==> src/common/pc_stack_pkg.sv <==
// Shared constants and types for the program-flow block
package pc_stack_pkg;
    localparam int PC_W = 13;
    localparam int STACK_DEPTH = 8;
    localparam int SP_W = 3;
    localparam logic [12:0] PC_RESET = 13'h0000;
    localparam logic [7:0] LATCH_RESET = 8'h00;
    localparam logic [7:0] POINTER_RESET = 8'h00;
    localparam logic [2:0] SP_RESET = 3'h0;
    localparam logic [8:0] PORT_ADDR = 9'h000;
    localparam logic [8:0] PORT_ADDR_HI = 9'h100;
    localparam logic [7:0] PORT_READ_VALUE = 8'h00;
    // Register offsets on the AHB-Lite slave
    localparam logic [7:0] OFF_LOW_BYTE = 8'h00;
    localparam logic [7:0] OFF_LATCH = 8'h04;
    localparam logic [7:0] OFF_POINTER = 8'h08;
    localparam logic [7:0] OFF_PC_STATUS = 8'h0c;
    localparam logic [7:0] OFF_CTRL = 8'h10;
    localparam int CTRL_BANK_BIT = 0;
    // Core-side local addresses; kept clear of the indirect port at address zero
    localparam logic [7:0] CORE_LOW_ADDR = 8'h02;
    localparam logic [7:0] CORE_POINTER_ADDR = 8'h04;
    localparam logic [7:0] CORE_LATCH_ADDR = 8'h0a;

    typedef enum logic [2:0]
    {
        OP_NONE = 3'b000,
        OP_STEP = 3'b001,
        OP_JUMP = 3'b010,
        OP_CALL = 3'b011,
        OP_RETURN = 3'b100,
        OP_INTERRUPT = 3'b101
    } flow_op_t;

    typedef struct packed
    {
        flow_op_t op;
        logic [10:0] target;
    } flow_req_t;

    typedef struct packed
    {
        logic rd;
        logic wr;
        logic [7:0] addr;
        logic [7:0] wdata;
    } data_access_t;
endpackage

==> src/verilog/program_counter_stack_indirect.sv <==
// Program counter, circular return stack and indirect addressing with an AHB-Lite slave
// What this block does
// (RQ1) 13-bit program counter; low byte accessible, upper bits only from latch.
// (RQ2) Any reset clears the whole program counter.
// (RQ3) Writing the low byte loads bits 12..8 from latch bits 4..0 together.
// (RQ4) Call or direct jump takes top two counter bits from latch bits 4..3.
// (RQ5) Software increments the latch itself on computed-jump rollover; no carry here.
// (RQ6) Eight 13-bit return entries, pointer hidden from software.
// (RQ7) Calls and interrupt vectoring push the program counter.
// (RQ8) Return, return-with-literal and return-from-interrupt pop into the counter.
// (RQ9) Pushes and pops never change the high latch.
// (RQ10) Stack is circular; ninth push overwrites first entry.
// (RQ11) No overflow or underflow indication exists.
// (RQ12) Indirect port has no storage; accesses go to pointer-selected location.
// (RQ13) Indirect read of the port itself returns zero.
// (RQ14) Indirect write to the port itself is discarded.
// (RQ15) Effective indirect address is bank bit above 8-bit pointer.
// (RQ16) Pop decrements pointer modulo eight; stale entries return on underflow.
`timescale 1ns/1ps
module program_counter_stack_indirect
    import pc_stack_pkg::*;
(
    input wire logic clk,
    input wire logic rst_n,
    // AHB-Lite slave
    input wire logic hsel,
    input wire logic [31:0] haddr,
    input wire logic [1:0] htrans,
    input wire logic hwrite,
    input wire logic [2:0] hsize,
    input wire logic [31:0] hwdata,
    input wire logic hready,
    output logic hreadyout,
    output logic hresp,
    output logic [31:0] hrdata,
    // Execution core
    input wire flow_req_t flowReq,
    input wire data_access_t coreAccess,
    input wire logic [7:0] vectorAddr,
    output logic [12:0] pc,
    output logic [8:0] memAddr,
    output logic memRd,
    output logic memWr,
    output logic [7:0] memWdata,
    input wire logic [7:0] memRdata,
    output logic [7:0] coreRdata
);

    logic [12:0] stack [STACK_DEPTH];
    logic [2:0] sp;
    logic [7:0] latch;
    logic [7:0] pointer;
    logic bankBit;

    // AHB address phase capture
    logic apValid;
    logic apWrite;
    logic [7:0] apAddr;
    logic busWrLow;
    logic busWrLatch;
    logic busWrPointer;
    logic busWrCtrl;

    always_ff @(posedge clk or negedge rst_n)
    begin
        if (!rst_n)
        begin
            apValid <= 1'b0;
            apWrite <= 1'b0;
            apAddr <= 8'h00;
        end
        else if (hready)
        begin
            apValid <= hsel && htrans[1];
            apWrite <= hwrite;
            apAddr <= haddr[7:0];
        end
    end

    assign hreadyout = 1'b1;
    assign hresp = 1'b0;

    always_comb
    begin
        busWrLow = 1'b0;
        busWrLatch = 1'b0;
        busWrPointer = 1'b0;
        busWrCtrl = 1'b0;
        if (apValid && apWrite)
        begin
            if (apAddr == OFF_LOW_BYTE)
                busWrLow = 1'b1;
            else if (apAddr == OFF_LATCH)
                busWrLatch = 1'b1;
            else if (apAddr == OFF_POINTER)
                busWrPointer = 1'b1;
            else if (apAddr == OFF_CTRL)
                busWrCtrl = 1'b1;
        end
    end

    // Read data is combinational from registers so it stands in the data phase
    // Counter bits 12..8 have no read path at all [RQ1]
    always_comb
    begin
        hrdata = 32'h0000_0000;
        if (apValid && !apWrite)
        begin
            if (apAddr == OFF_LOW_BYTE)
                hrdata = {24'h000000, pc[7:0]}; // [RQ1]
            else if (apAddr == OFF_LATCH)
                hrdata = {24'h000000, latch};
            else if (apAddr == OFF_POINTER)
                hrdata = {24'h000000, pointer};
            else if (apAddr == OFF_CTRL)
                hrdata = {31'h00000000, bankBit};
        end
    end

    // Indirect resolution: a core access to the port address is redirected
    logic [8:0] effAddr;
    logic coreLowWr;
    logic coreLatchWr;
    logic corePointerWr;
    logic targetsPort;

    assign effAddr = {bankBit, pointer}; // [RQ15]
    assign targetsPort = (effAddr == PORT_ADDR) || (effAddr == PORT_ADDR_HI);

    always_comb
    begin
        memAddr = {1'b0, coreAccess.addr};
        memRd = coreAccess.rd;
        memWr = coreAccess.wr;
        memWdata = coreAccess.wdata;
        coreRdata = memRdata;
        if (coreAccess.addr == PORT_ADDR[7:0])
        begin
            memAddr = effAddr; // [RQ12]
            if (targetsPort)
            begin
                memRd = 1'b0;
                memWr = 1'b0; // [RQ14]
                coreRdata = PORT_READ_VALUE; // [RQ13]
            end
        end
    end

    // Only direct writes to the local registers count; an indirect hit is the memory's
    assign coreLowWr = coreAccess.wr && coreAccess.addr == CORE_LOW_ADDR;
    assign coreLatchWr = coreAccess.wr && coreAccess.addr == CORE_LATCH_ADDR;
    assign corePointerWr = coreAccess.wr && coreAccess.addr == CORE_POINTER_ADDR;

    always_ff @(posedge clk or negedge rst_n)
    begin
        if (!rst_n)
            latch <= LATCH_RESET;
        else if (busWrLatch)
            latch <= hwdata[7:0];
        else if (coreLatchWr)
            latch <= coreAccess.wdata; // Push and pop never touch this [RQ9]
    end

    always_ff @(posedge clk or negedge rst_n)
    begin
        if (!rst_n)
            pointer <= POINTER_RESET;
        else if (busWrPointer)
            pointer <= hwdata[7:0];
        else if (corePointerWr)
            pointer <= coreAccess.wdata;
    end

    always_ff @(posedge clk or negedge rst_n)
    begin
        if (!rst_n)
            bankBit <= 1'b0;
        else if (busWrCtrl)
            bankBit <= hwdata[CTRL_BANK_BIT];
    end

    // Program counter; low-byte write outranks flow ops in the same cycle
    always_ff @(posedge clk or negedge rst_n)
    begin
        if (!rst_n)
            pc <= PC_RESET; // [RQ2]
        else if (busWrLow)
            pc <= {latch[4:0], hwdata[7:0]}; // [RQ3]
        else if (coreLowWr)
            pc <= {latch[4:0], coreAccess.wdata}; // [RQ3] [RQ1]
        else
        begin
            case (flowReq.op)
                OP_STEP: pc <= pc + 13'h0001;
                OP_JUMP, OP_CALL: pc <= {latch[4:3], flowReq.target}; // [RQ4]
                OP_RETURN: pc <= stack[sp - 3'h1]; // [RQ8]
                OP_INTERRUPT: pc <= {5'h00, vectorAddr};
                default: pc <= pc;
            endcase
        end
    end

    // Stack pointer wraps freely: no overflow or underflow flag exists [RQ11]
    always_ff @(posedge clk or negedge rst_n)
    begin
        if (!rst_n)
            sp <= SP_RESET;
        else if (!busWrLow && !coreLowWr)
        begin
            if (flowReq.op == OP_CALL || flowReq.op == OP_INTERRUPT)
                sp <= sp + 3'h1; // [RQ10]
            else if (flowReq.op == OP_RETURN)
                sp <= sp - 3'h1; // [RQ16]
        end
    end

    // Return address is the next instruction; no reset keeps the array as plain storage
    always_ff @(posedge clk)
    begin
        if (rst_n && !busWrLow && !coreLowWr
            && (flowReq.op == OP_CALL || flowReq.op == OP_INTERRUPT))
            stack[sp] <= pc + 13'h0001; // [RQ7] [RQ6]
    end

    property p_low_write;
        @(posedge clk) disable iff (!rst_n)
        busWrLow |=> pc == {$past(latch[4:0]), $past(hwdata[7:0])};
    endproperty
    a_low_write: assert property (p_low_write) else $error("low byte write load wrong"); // [RQ3]

    property p_jump;
        @(posedge clk) disable iff (!rst_n)
        (!busWrLow && !coreLowWr && flowReq.op == OP_JUMP)
        |=> pc[12:11] == $past(latch[4:3]);
    endproperty
    a_jump: assert property (p_jump) else $error("jump upper bits wrong"); // [RQ4]

    property p_call_return;
        @(posedge clk) disable iff (!rst_n)
        (!busWrLow && !coreLowWr && flowReq.op == OP_CALL)
        ##1 (!busWrLow && !coreLowWr && flowReq.op == OP_RETURN)
        |=> pc == $past(pc, 2) + 13'h0001;
    endproperty
    a_call_return: assert property (p_call_return) else $error("return address lost"); // [RQ8]

    property p_latch_kept;
        @(posedge clk) disable iff (!rst_n)
        (flowReq.op inside {OP_CALL, OP_RETURN, OP_INTERRUPT} && !busWrLatch && !coreLatchWr)
        |=> $stable(latch);
    endproperty
    a_latch_kept: assert property (p_latch_kept) else $error("latch changed by stack"); // [RQ9]

    property p_sp_wrap;
        @(posedge clk) disable iff (!rst_n)
        (!busWrLow && !coreLowWr && flowReq.op inside {OP_CALL, OP_INTERRUPT})
        |=> sp == $past(sp) + 3'h1;
    endproperty
    a_sp_wrap: assert property (p_sp_wrap) else $error("push pointer step wrong"); // [RQ10]

    property p_sp_pop;
        @(posedge clk) disable iff (!rst_n)
        (!busWrLow && !coreLowWr && flowReq.op == OP_RETURN) |=> sp == $past(sp) - 3'h1;
    endproperty
    a_sp_pop: assert property (p_sp_pop) else $error("pop pointer step wrong"); // [RQ16]

    property p_port_read;
        @(posedge clk) disable iff (!rst_n)
        (coreAccess.addr == PORT_ADDR[7:0] && targetsPort) |-> coreRdata == 8'h00 && !memWr;
    endproperty
    a_port_read: assert property (p_port_read) else $error("self indirect not zero"); // [RQ13]

    property p_eff_addr;
        @(posedge clk) disable iff (!rst_n)
        (coreAccess.addr == PORT_ADDR[7:0] && !targetsPort) |-> memAddr == {bankBit, pointer};
    endproperty
    a_eff_addr: assert property (p_eff_addr) else $error("indirect address wrong"); // [RQ15]

    property p_reset_pc;
        @(posedge clk) $rose(rst_n) |-> pc == 13'h0000;
    endproperty
    a_reset_pc: assert property (p_reset_pc) else $error("pc not cleared"); // [RQ2]

    property p_core_low;
        @(posedge clk) disable iff (!rst_n)
        (coreLowWr && !busWrLow) |=> pc == {$past(latch[4:0]), $past(coreAccess.wdata)};
    endproperty
    a_core_low: assert property (p_core_low) else $error("core low load wrong"); // [RQ3]

    property p_port_write;
        @(posedge clk) disable iff (!rst_n)
        (coreAccess.addr == PORT_ADDR[7:0] && targetsPort) |-> !memWr && !memRd;
    endproperty
    a_port_write: assert property (p_port_write) else $error("self write kept"); // [RQ14]

    property p_int_push;
        @(posedge clk) disable iff (!rst_n)
        (!busWrLow && !coreLowWr && flowReq.op == OP_INTERRUPT)
        |=> stack[$past(sp)] == $past(pc) + 13'h0001 && pc == {5'h00, $past(vectorAddr)};
    endproperty
    a_int_push: assert property (p_int_push) else $error("interrupt push wrong"); // [RQ7]

    c_call: cover property (@(posedge clk) disable iff (!rst_n) flowReq.op == OP_CALL);
    c_wrap: cover property (@(posedge clk) disable iff (!rst_n) sp == 3'h7 ##1 sp == 3'h0);
    c_port: cover property (@(posedge clk) disable iff (!rst_n)
        coreAccess.addr == PORT_ADDR[7:0] && targetsPort);
endmodule
==> config.mk <==
export PLATFORM = sky130hd
export DESIGN_NAME = program_counter_stack_indirect
export DESIGN_NICKNAME = d
export VERILOG_FILES = /design/src/common/pc_stack_pkg.sv /design/src/verilog/program_counter_stack_indirect.sv
export SDC_FILE = /design/constraint.sdc
export NUM_CORES = 1
export LEC_CHECK = 0
export ABC_AREA = 1
export BUFFER_PORTS_ARGS = -buffer_cell sky130_fd_sc_hd__buf_2
export CAP_MARGIN = 30
export CORE_MARGIN = 10
export CORE_UTILIZATION = 50
export CTS_BUF_LIST = sky130_fd_sc_hd__clkbuf_4 sky130_fd_sc_hd__clkbuf_8
export CTS_CLUSTER_DIAMETER = 60
export DETAILED_ROUTE_END_ITERATION = 10
export GPL_ROUTABILITY_DRIVEN = 0
export GPL_TIMING_DRIVEN = 1
export PLACE_DENSITY_LB_ADDON = 0.3
export SLEW_MARGIN = 20
export SYNTH_ARGS = -nofsm -noshare
export SYNTH_HDL_FRONTEND = slang
export SYNTH_SLANG_ARGS = --single-unit
==> constraint.sdc <==
create_clock -name clk -period 2.15 [get_ports clk]
set_input_delay 0.3225 -clock clk [delete_from_list [all_inputs] [get_ports clk]]
set_output_delay 0.3225 -clock clk [all_outputs]
set_load 0.005 [all_outputs]
==> key figures, run 1 <==
Outcome
  – Status: finished, violations left
  – Violated checks: negative setup slack

Pwr
  – Power per unit of standard cell area: 1039 mW/mm²
  – Leakage power: about 4.3 nW
  – Max VDD drop: 0.7951 mV
  – Final Total Pwr: between 9 and 10 mW

Worst setup path
  – Cell with the largest stage delay on the worst path: dfrtp_1
  – Worst path required time: between 1.5 and 2 ns
  – Critical Path, Cell by Cell: nor2_4 -> nand3_4 -> buf_12 -> nor2_8 -> inv_2 -> nand2_1 -> nor2_1 -> nor3_1 -> buf_2
  – Slowest stage delay, CP: 0.41 ns
  – Category of the critical setup timing path: reg2out
  – Number of cell instances on the worst register-to-register path: 12
  – Critical path's top delay family: simple AND/OR/NAND/NOR gates
  – Type of destination of the critical path: primary output
  – CP Buf/Inv Count: 3
  – Worst reg2reg startpoint: apAddr[4]
  – Launching element type of the critical path: register
  – Worst reg2reg setup slack: 0.04 ns
  – Worst reg2reg path endpoint: stack[7][7]
  – Crit path arrival time: 1.88 ns
  – Critical-path maximum fanout: 7

Timing
  – Transition time of the tightest slew-check pin: 0.6216 ns
  – Number of endpoints with negative hold slack in the final report: 0
  – Aggregate negative setup slack: -0.1682 ns
  – Number of max-slew violations in the final report: 0
  – Worst Setup Slack, final: -0.04920 ns
  – Normalized max-slew margin: 0.5856
  – Post-layout min period: 2.199 ns
  – Crit share post-route: 1.023
  – Final setup violation count: 9
  – RSZ-0062 raised after global routing: yes
  – Worst setup skew after layout: 0.01637 ns
  – Achievable clock frequency: ~0.45 GHz

Floorplanning
  – CORE AREA: between 0.015 and 0.02 mm²
  – Area of the die: 0.02128 mm²
  – Row count: 45
  – Vertical extent of the die: 145.9 µm
  – Width of the chip: around 150 µm
  – Starting density of the core: 0.5155
  – Ports: 196

Finish
  – Share of cells above drive strength 1: 0.2620
  – Area Growth Syn to Fin: 20.07%
  – Nets: 1194
  – Antenna cell count: 0

Clock tree
  – Depth of the CTS H-tree: 4
  – Number of sinks handled by clock tree synthesis: 147
  – Clock Root Buffer: clkbuf_8
  – Buffer depth of the longest clock path: 2
  – Reg clk slew, reported paths: 0.08 ns
  – TritonCTS clock tree: yes
  – Worst skew pair latency: around 0.46 ns
  – Num CTS Buffers: 17
  – Hold buffer count at CTS: 0

Yosys
  – Most common cell in the synthesized netlist: nand2_1
  – Synth warn: 0
  – Top cell type's share of synthesized area: 0.3941
  – Number of synthesized flops with an enable pin: 104
  – Synthesized area divided by synthesized cell count: 8.669 µm²
  – Prevailing post-synth register cell: edfxtp_1
  – Synth cell types: 41
  – Combinational family with the most area after synthesis: simple AND/OR/NAND/NOR gates
  – Cell type with the largest total area after synthesis: edfxtp_1
  – FF+latch count, synth: roughly 150
  – Top cells by area, synth: edfxtp_1 (39%), dfrtp_1 (14%), nand2_1 (11%), nand3_1 (6.4%), nor2_1 (6.1%)
  – Fraction of the mapped netlist area in compound gates: 0.07327
  – Simple logic cell fraction of the synthesized area: 0.2768
  – Netlist area before placement: 0.007924 mm²
  – Adder and majority cell fraction of the synthesized area: 0.007895
  – Post-synth top cells: nand2_1 (237), nor2_1 (129), edfxtp_1 (104)
  – XOR/XNOR Fraction of Synth Area: 0.01200
  – Number of instances in the synthesized netlist: 914
  – Multiplexer share of the synthesized area: 0.005685
  – Part of the Yosys area used for sequential elements: 0.5299
  – Fraction of synthesis flops using an asynchronous set or reset pin: 0.2925

GRT
  – All-layer global routing usage: 0.2060
  – Number of global-route vias before repair: ~6.5k
  – Pin count of the biggest net entering global routing: 55
  – GRT overflow: 0
  – Global-route wire length before repair: 34930 µm
  – Number of antenna violations at the first check in global routing: 0

Drt
  – Total number of vias: 6895
  – Overall routed net length: 22640 µm
  – WL per Instance: 17.54 µm
  – Metal-1 WL: around 9500 µm
  – Vias per Instance: 5.341
  – Detailed Route Iter0 Violations: 691
  – Remaining antenna violation count: 0
  – Met2 wire length: 10370 µm
  – Top layer used by detailed routing: met4
  – Number of iterations in the first detailed-routing pass: 5
  – Wire length on met3: 2448 µm
  – # DRC: 0

Hold path
  – Path class of the lowest-slack min-delay path: in2async

Placement
  – Port Buffer Count: roughly 120
  – DP HPWL: 15860 µm

Job
  – Max capacitance violation total: 0
## layout by cell type, fill, tap and decap left out, types with 10 or more instances in the layout
| cell type | synthesis | routed |
|---|---|---|
| nand2_1 | 237 | 230 |
| nor2_1 | 129 | 117 |
| buf_2 | 16 | 117 |
| edfxtp_1 | 104 | 104 |
| nand3_1 | 102 | 100 |
| inv_1 | 73 | 68 |
| buf_4 | 36 | 51 |
| o21ai_0 | 49 | 48 |
| dfrtp_1 | 43 | 42 |
| conb_1 | 2 | 26 |
| a21oi_1 | 17 | 17 |
| clkbuf_8 | 0 | 17 |
| nor2_4 | 6 | 12 |
| inv_2 | 8 | 10 |
## power by group
part / internal, mW / leakage, nW / switching, mW
Combinational: 1.30 / 2.61 / 2.48
Sequential: 3.48 / 1.47 / 0.230
Clock: 1.29 / 0.214 / 1.10
## per-layer routing
metal	GRT usage	up-vias
met3	0.06085	28
met1	0.2785	3227
met2	0.3130	368
met5	0	-
met4	0.05915	0
li1	-	3272
## through the flow
step,util,setup slack [ns],area [µm²],hold WS [ns],cells
final,0.6190,-0.04920,9514,0.05217,1291
after floorplan,-,0.1206,8014,0.02691,938
after global placement,0.5722,0.08051,8795,0.4999,1243
after CTS,0.6091,-0.06469,9363,0.04674,1284
after detailed placement,0.5722,0.07193,8795,0.5122,1243
after global routing,0.6190,-0.1600,9514,0.05995,1291
## worst max-delay path by stage
stage	start	slack [ns]	end	cells after the start
final	apAddr[7]	-0.05	hrdata[0]	9
after global routing	apAddr[7]	-0.16	hrdata[1]	7
after CTS	apAddr[6]	-0.06	hrdata[0]	9
after detailed placement	flowReq[12]	0.07	stack[7][6]	10
after global placement	flowReq[12]	0.08	stack[1][1]	10
after floorplan	flowReq[12]	0.12	stack[0][0]	7
## sequential cells by signal (all words and copies together) (netlist names)
name,cells
stack,104
pc,13
apAddr,8
latch,8
pointer,8
sp,3
apValid,1
apWrite,1
bankBit,1
## repair_timing
item                       in CTS  in global routing
cloned                          1                  2
resized for setup              14                 33
buffers inserted                8                  5
pin swaps                       7                 18
setup endpoints to repair      18                122
## area by class of cell
cell class                      count  area [µm²]
Multi-Input combinational cell    645        3209
Timing Repair Buffer              175        1082
Tap cell                          211       264.0
Sequential cell                   147        4200
Fill cell                        1326        5857
Clock inverter                     14       200.2
Inverter                           81       316.6
Clock buffer                       18       241.5
## kinds of logic (layout without fill, tap and decap cells)
family / count (synthesis) / count (layout)
flip-flops: 147 / 147
AND/OR/NAND/NOR: 500 / 502
buffers and inverters: 148 / 288
XOR/XNOR: 10 / 10
multiplexers: 4 / 4
other: 2 / 26
AO/OA/AOI/OAI: 98 / 98
adder cells (fa/ha/maj): 5 / 5
(Power assumes the default switching activity.)
==> inputs of run 2 (changes only) <==
--- a/config.mk
+++ b/config.mk
@@ -9,8 +9,7 @@
 export BUFFER_PORTS_ARGS = -buffer_cell sky130_fd_sc_hd__buf_2
 export CAP_MARGIN = 30
 export CORE_MARGIN = 10
-export CORE_UTILIZATION = 50
-export CTS_BUF_LIST = sky130_fd_sc_hd__clkbuf_4 sky130_fd_sc_hd__clkbuf_8
+export CORE_UTILIZATION = 49
 export CTS_CLUSTER_DIAMETER = 60
 export DETAILED_ROUTE_END_ITERATION = 10
 export GPL_ROUTABILITY_DRIVEN = 0
==> run 2 against run 1 <==
Effect of this change:
- the run still ends with negative setup slack left
- wire length down 3.5%
- final area up 0.46%
- clock power up 17%
- clock skew down 0.0082 ns
- sequential share of layout area down 0.19 points
- sequential power about the same
- setup slack better by 0.022 ns
- global-route usage down 0.67 points
- total power up 5.2%
==> key figures, run 2 (same netlist as run 1, synthesis figures left out) <==
Outcome
  – Status: finished, violations left
  – Violated checks: negative setup slack

Floorplanning
  – CORE AREA: 0.01589 mm² (+3.3%)
  – Area of the die: 0.02166 mm² (+1.8%)
  – Row count: 46 (+2.2%)
  – Starting density of the core: 0.4988 (-0.01669)
  – Width of the chip: 147.2 µm (+0.88%)
  – Vertical extent of the die: 147.2 µm (+0.88%)
  – Ports: 196 (unchanged)

Drt
  – Detailed Route Iter0 Violations: 502 (-27%)
  – Overall routed net length: 21850 µm (-3.5%)
  – # DRC: 0 (unchanged)
  – Wire length on met3: 2012 µm (-18%)
  – WL per Instance: 16.87 µm (-3.8%)
  – Remaining antenna violation count: 0 (unchanged)
  – Met2 wire length: 10310 µm (-0.58%)
  – Top layer used by detailed routing: met5
  – Vias per Instance: 5.200 (-2.6%)
  – Metal-1 WL: 8993 µm (-5.5%)
  – Total number of vias: 6734 (-2.3%)
  – Number of iterations in the first detailed-routing pass: 5 (unchanged)

Clock tree
  – Clock Root Buffer: clkbuf_16
  – Reg clk slew, reported paths: 0.06 ns (-0.02 ns)
  – Number of sinks handled by clock tree synthesis: 147 (unchanged)
  – Num CTS Buffers: 17 (unchanged)
  – Depth of the CTS H-tree: 4 (unchanged)
  – Buffer depth of the longest clock path: 2 (unchanged)
  – Hold buffer count at CTS: 0 (unchanged)
  – Worst skew pair latency: 0.43 ns (-0.03 ns)
  – TritonCTS clock tree: yes

Finish
  – Biggest registers after layout: stack: 104 flops, pc: 13 flops
  – Max reg flops: 104 (unchanged)
  – Area Growth Syn to Fin: 20.62%
  – Nets: 1193 (-0.084%)
  – Share of cells above drive strength 1: 0.2539 (-0.008098)
  – Most frequent standard cell in the layout excluding fill and tap cells: nand2_1
  – Top library cells by usage in the layout, fill and taps aside: nand2_1 (231), nor2_1 (126), buf_2 (117), edfxtp_1 (104), nand3_1 (101)
  – Register with the highest flop count: stack
  – Antenna cell count: 0 (unchanged)
  – Post-layout util: 0.6017 (-0.01728)

Worst setup path
  – Worst path required time: 1.83 ns (about the same)
  – Crit path arrival time: 1.85 ns (-0.03 ns)
  – Worst reg2reg startpoint: sp[1]
  – Type of destination of the critical path: primary output
  – Category of the critical setup timing path: reg2out
  – Launching element type of the critical path: register
  – Worst Setup SP: apAddr[1]
  – Critical-path maximum fanout: 7 (unchanged)

Timing
  – Worst Setup Slack, final: -0.02743 ns (+0.02176 ns)
  – Normalized max-slew margin: 0.5933 (+0.007674)
  – Worst hold slack: 0.02485 ns (-0.02732 ns)
  – Crit share post-route: 1.013 (-0.01012)
  – Achievable clock frequency: 0.4593 GHz (+1.0%)
  – Number of max-slew violations in the final report: 0 (unchanged)
  – Final setup violation count: 6 (-3)
  – RSZ-0062 raised after global routing: yes
  – Worst setup skew after layout: 0.008219 ns (-0.008155 ns)
  – Number of endpoints with negative hold slack in the final report: 0 (unchanged)
  – Transition time of the tightest slew-check pin: 0.6100 ns (-0.01151 ns)
  – Post-layout min period: 2.177 ns (-0.02176 ns)

Hold path
  – Path class of the lowest-slack min-delay path: in2async

GRT
  – All-layer global routing usage: 0.1994 (-0.006682)
  – Global-route wire length before repair: 34360 µm (-1.6%)
  – Number of antenna violations at the first check in global routing: 1 (+1)
  – Number of global-route vias before repair: 6769 (+4.1%)
  – GRT overflow: 0 (unchanged)
  – Pin count of the biggest net entering global routing: 55 (unchanged)

Pwr
  – Power per unit of standard cell area: 1088 mW/mm² (+4.7%)
  – Final Total Pwr: 10.40 mW (+5.2%)
  – Leakage power: 4.342 nW (+1.2%)
  – Max VDD drop: 0.5109 mV (-36%)

Placement
  – DP HPWL: 15680 µm (-1.1%)
  – Port Buffer Count: 117 (unchanged)

Job
  – Max capacitance violation total: 0 (unchanged)
run 2: cell types whose count changed in the layout (fill, tap and decap cells not counted), moves of 3 or more:
cell | previous run | this run
buf_12 | 4 | 0
buf_4 | 51 | 57
nor2_1 | 117 | 126
nor2_2 | 9 | 1
clkbuf_8 | 17 | 0
clkbuf_16 | 0 | 17
inv_8 | 0 | 3
bufinv_16 | 4 | 0
run 2: path summary, 6_finish.rpt:
path | endpoint | slack (ns) | depth (start not counted)
worst max-delay path | hrdata[7] | -0.03 | 7
worst min-delay path | pc[6] | 0.02 | 2
worst max register to register | pc[5] | 0.10 | 10
worst min register to register | bankBit | 0.52 | 2
max in group asynchronous | pointer[4] | 1.68 | 2
min in group clk | apWrite | 0.10 | 3
run 2: stage by stage:
stage                TNS, ns  cells  cell area [µm²]  setup slack [ns]
global route         -0.8858   1295             9558           -0.1496
detailed placement         0   1253             8801            0.1958
CTS                  -0.4089   1291             9458          -0.08859
global placement           0   1253             8801            0.2212
floorplan                  0    938             8014            0.1206
finish              -0.09332   1295             9558          -0.02743
run 2: repair_timing:
action                                  in CTS  in global routing
cloned                                       0                  1
setup buffers                                6                  3
pin swaps                                   12                  9
endpoints found under the setup margin       8                 39
resized for setup                           16                 19
run 2: power breakdown:
| group | switching (mW) | leakage (nW) | internal (mW) |
|---|---|---|---|
| clock network | 1.27 | 0.276 | 1.52 |
| logic | 2.55 | 2.60 | 1.36 |
| registers | 0.210 | 1.47 | 3.49 |
run 2: critical path, cell delays in order (launching register included):
cell	delay, ns
dfrtp_1	0.40
nor2_4	0.17
nand3_4	0.13
nor2_8	0.17
buf_4	0.16
nand2_1	0.05
a31oi_1	0.18
buf_2	0.16
run 2: cell type report:
type                            count  area, µm²
Clock buffer                       17      425.4
Clock inverter                     15      133.9
Fill cell                        1405       6327
Inverter                           81      314.1
Multi-Input combinational cell    644       3188
Sequential cell                   147       4202
Tap cell                          216      270.3
Timing Repair Buffer              175       1025
run 2: per-layer routing:
layer  track usage  vias to the layer above
li1              -                     3259
met2        0.3192                      352
met1        0.2441                     3075
met4       0.07780                        2
met5             0                        -
met3       0.06572                       46
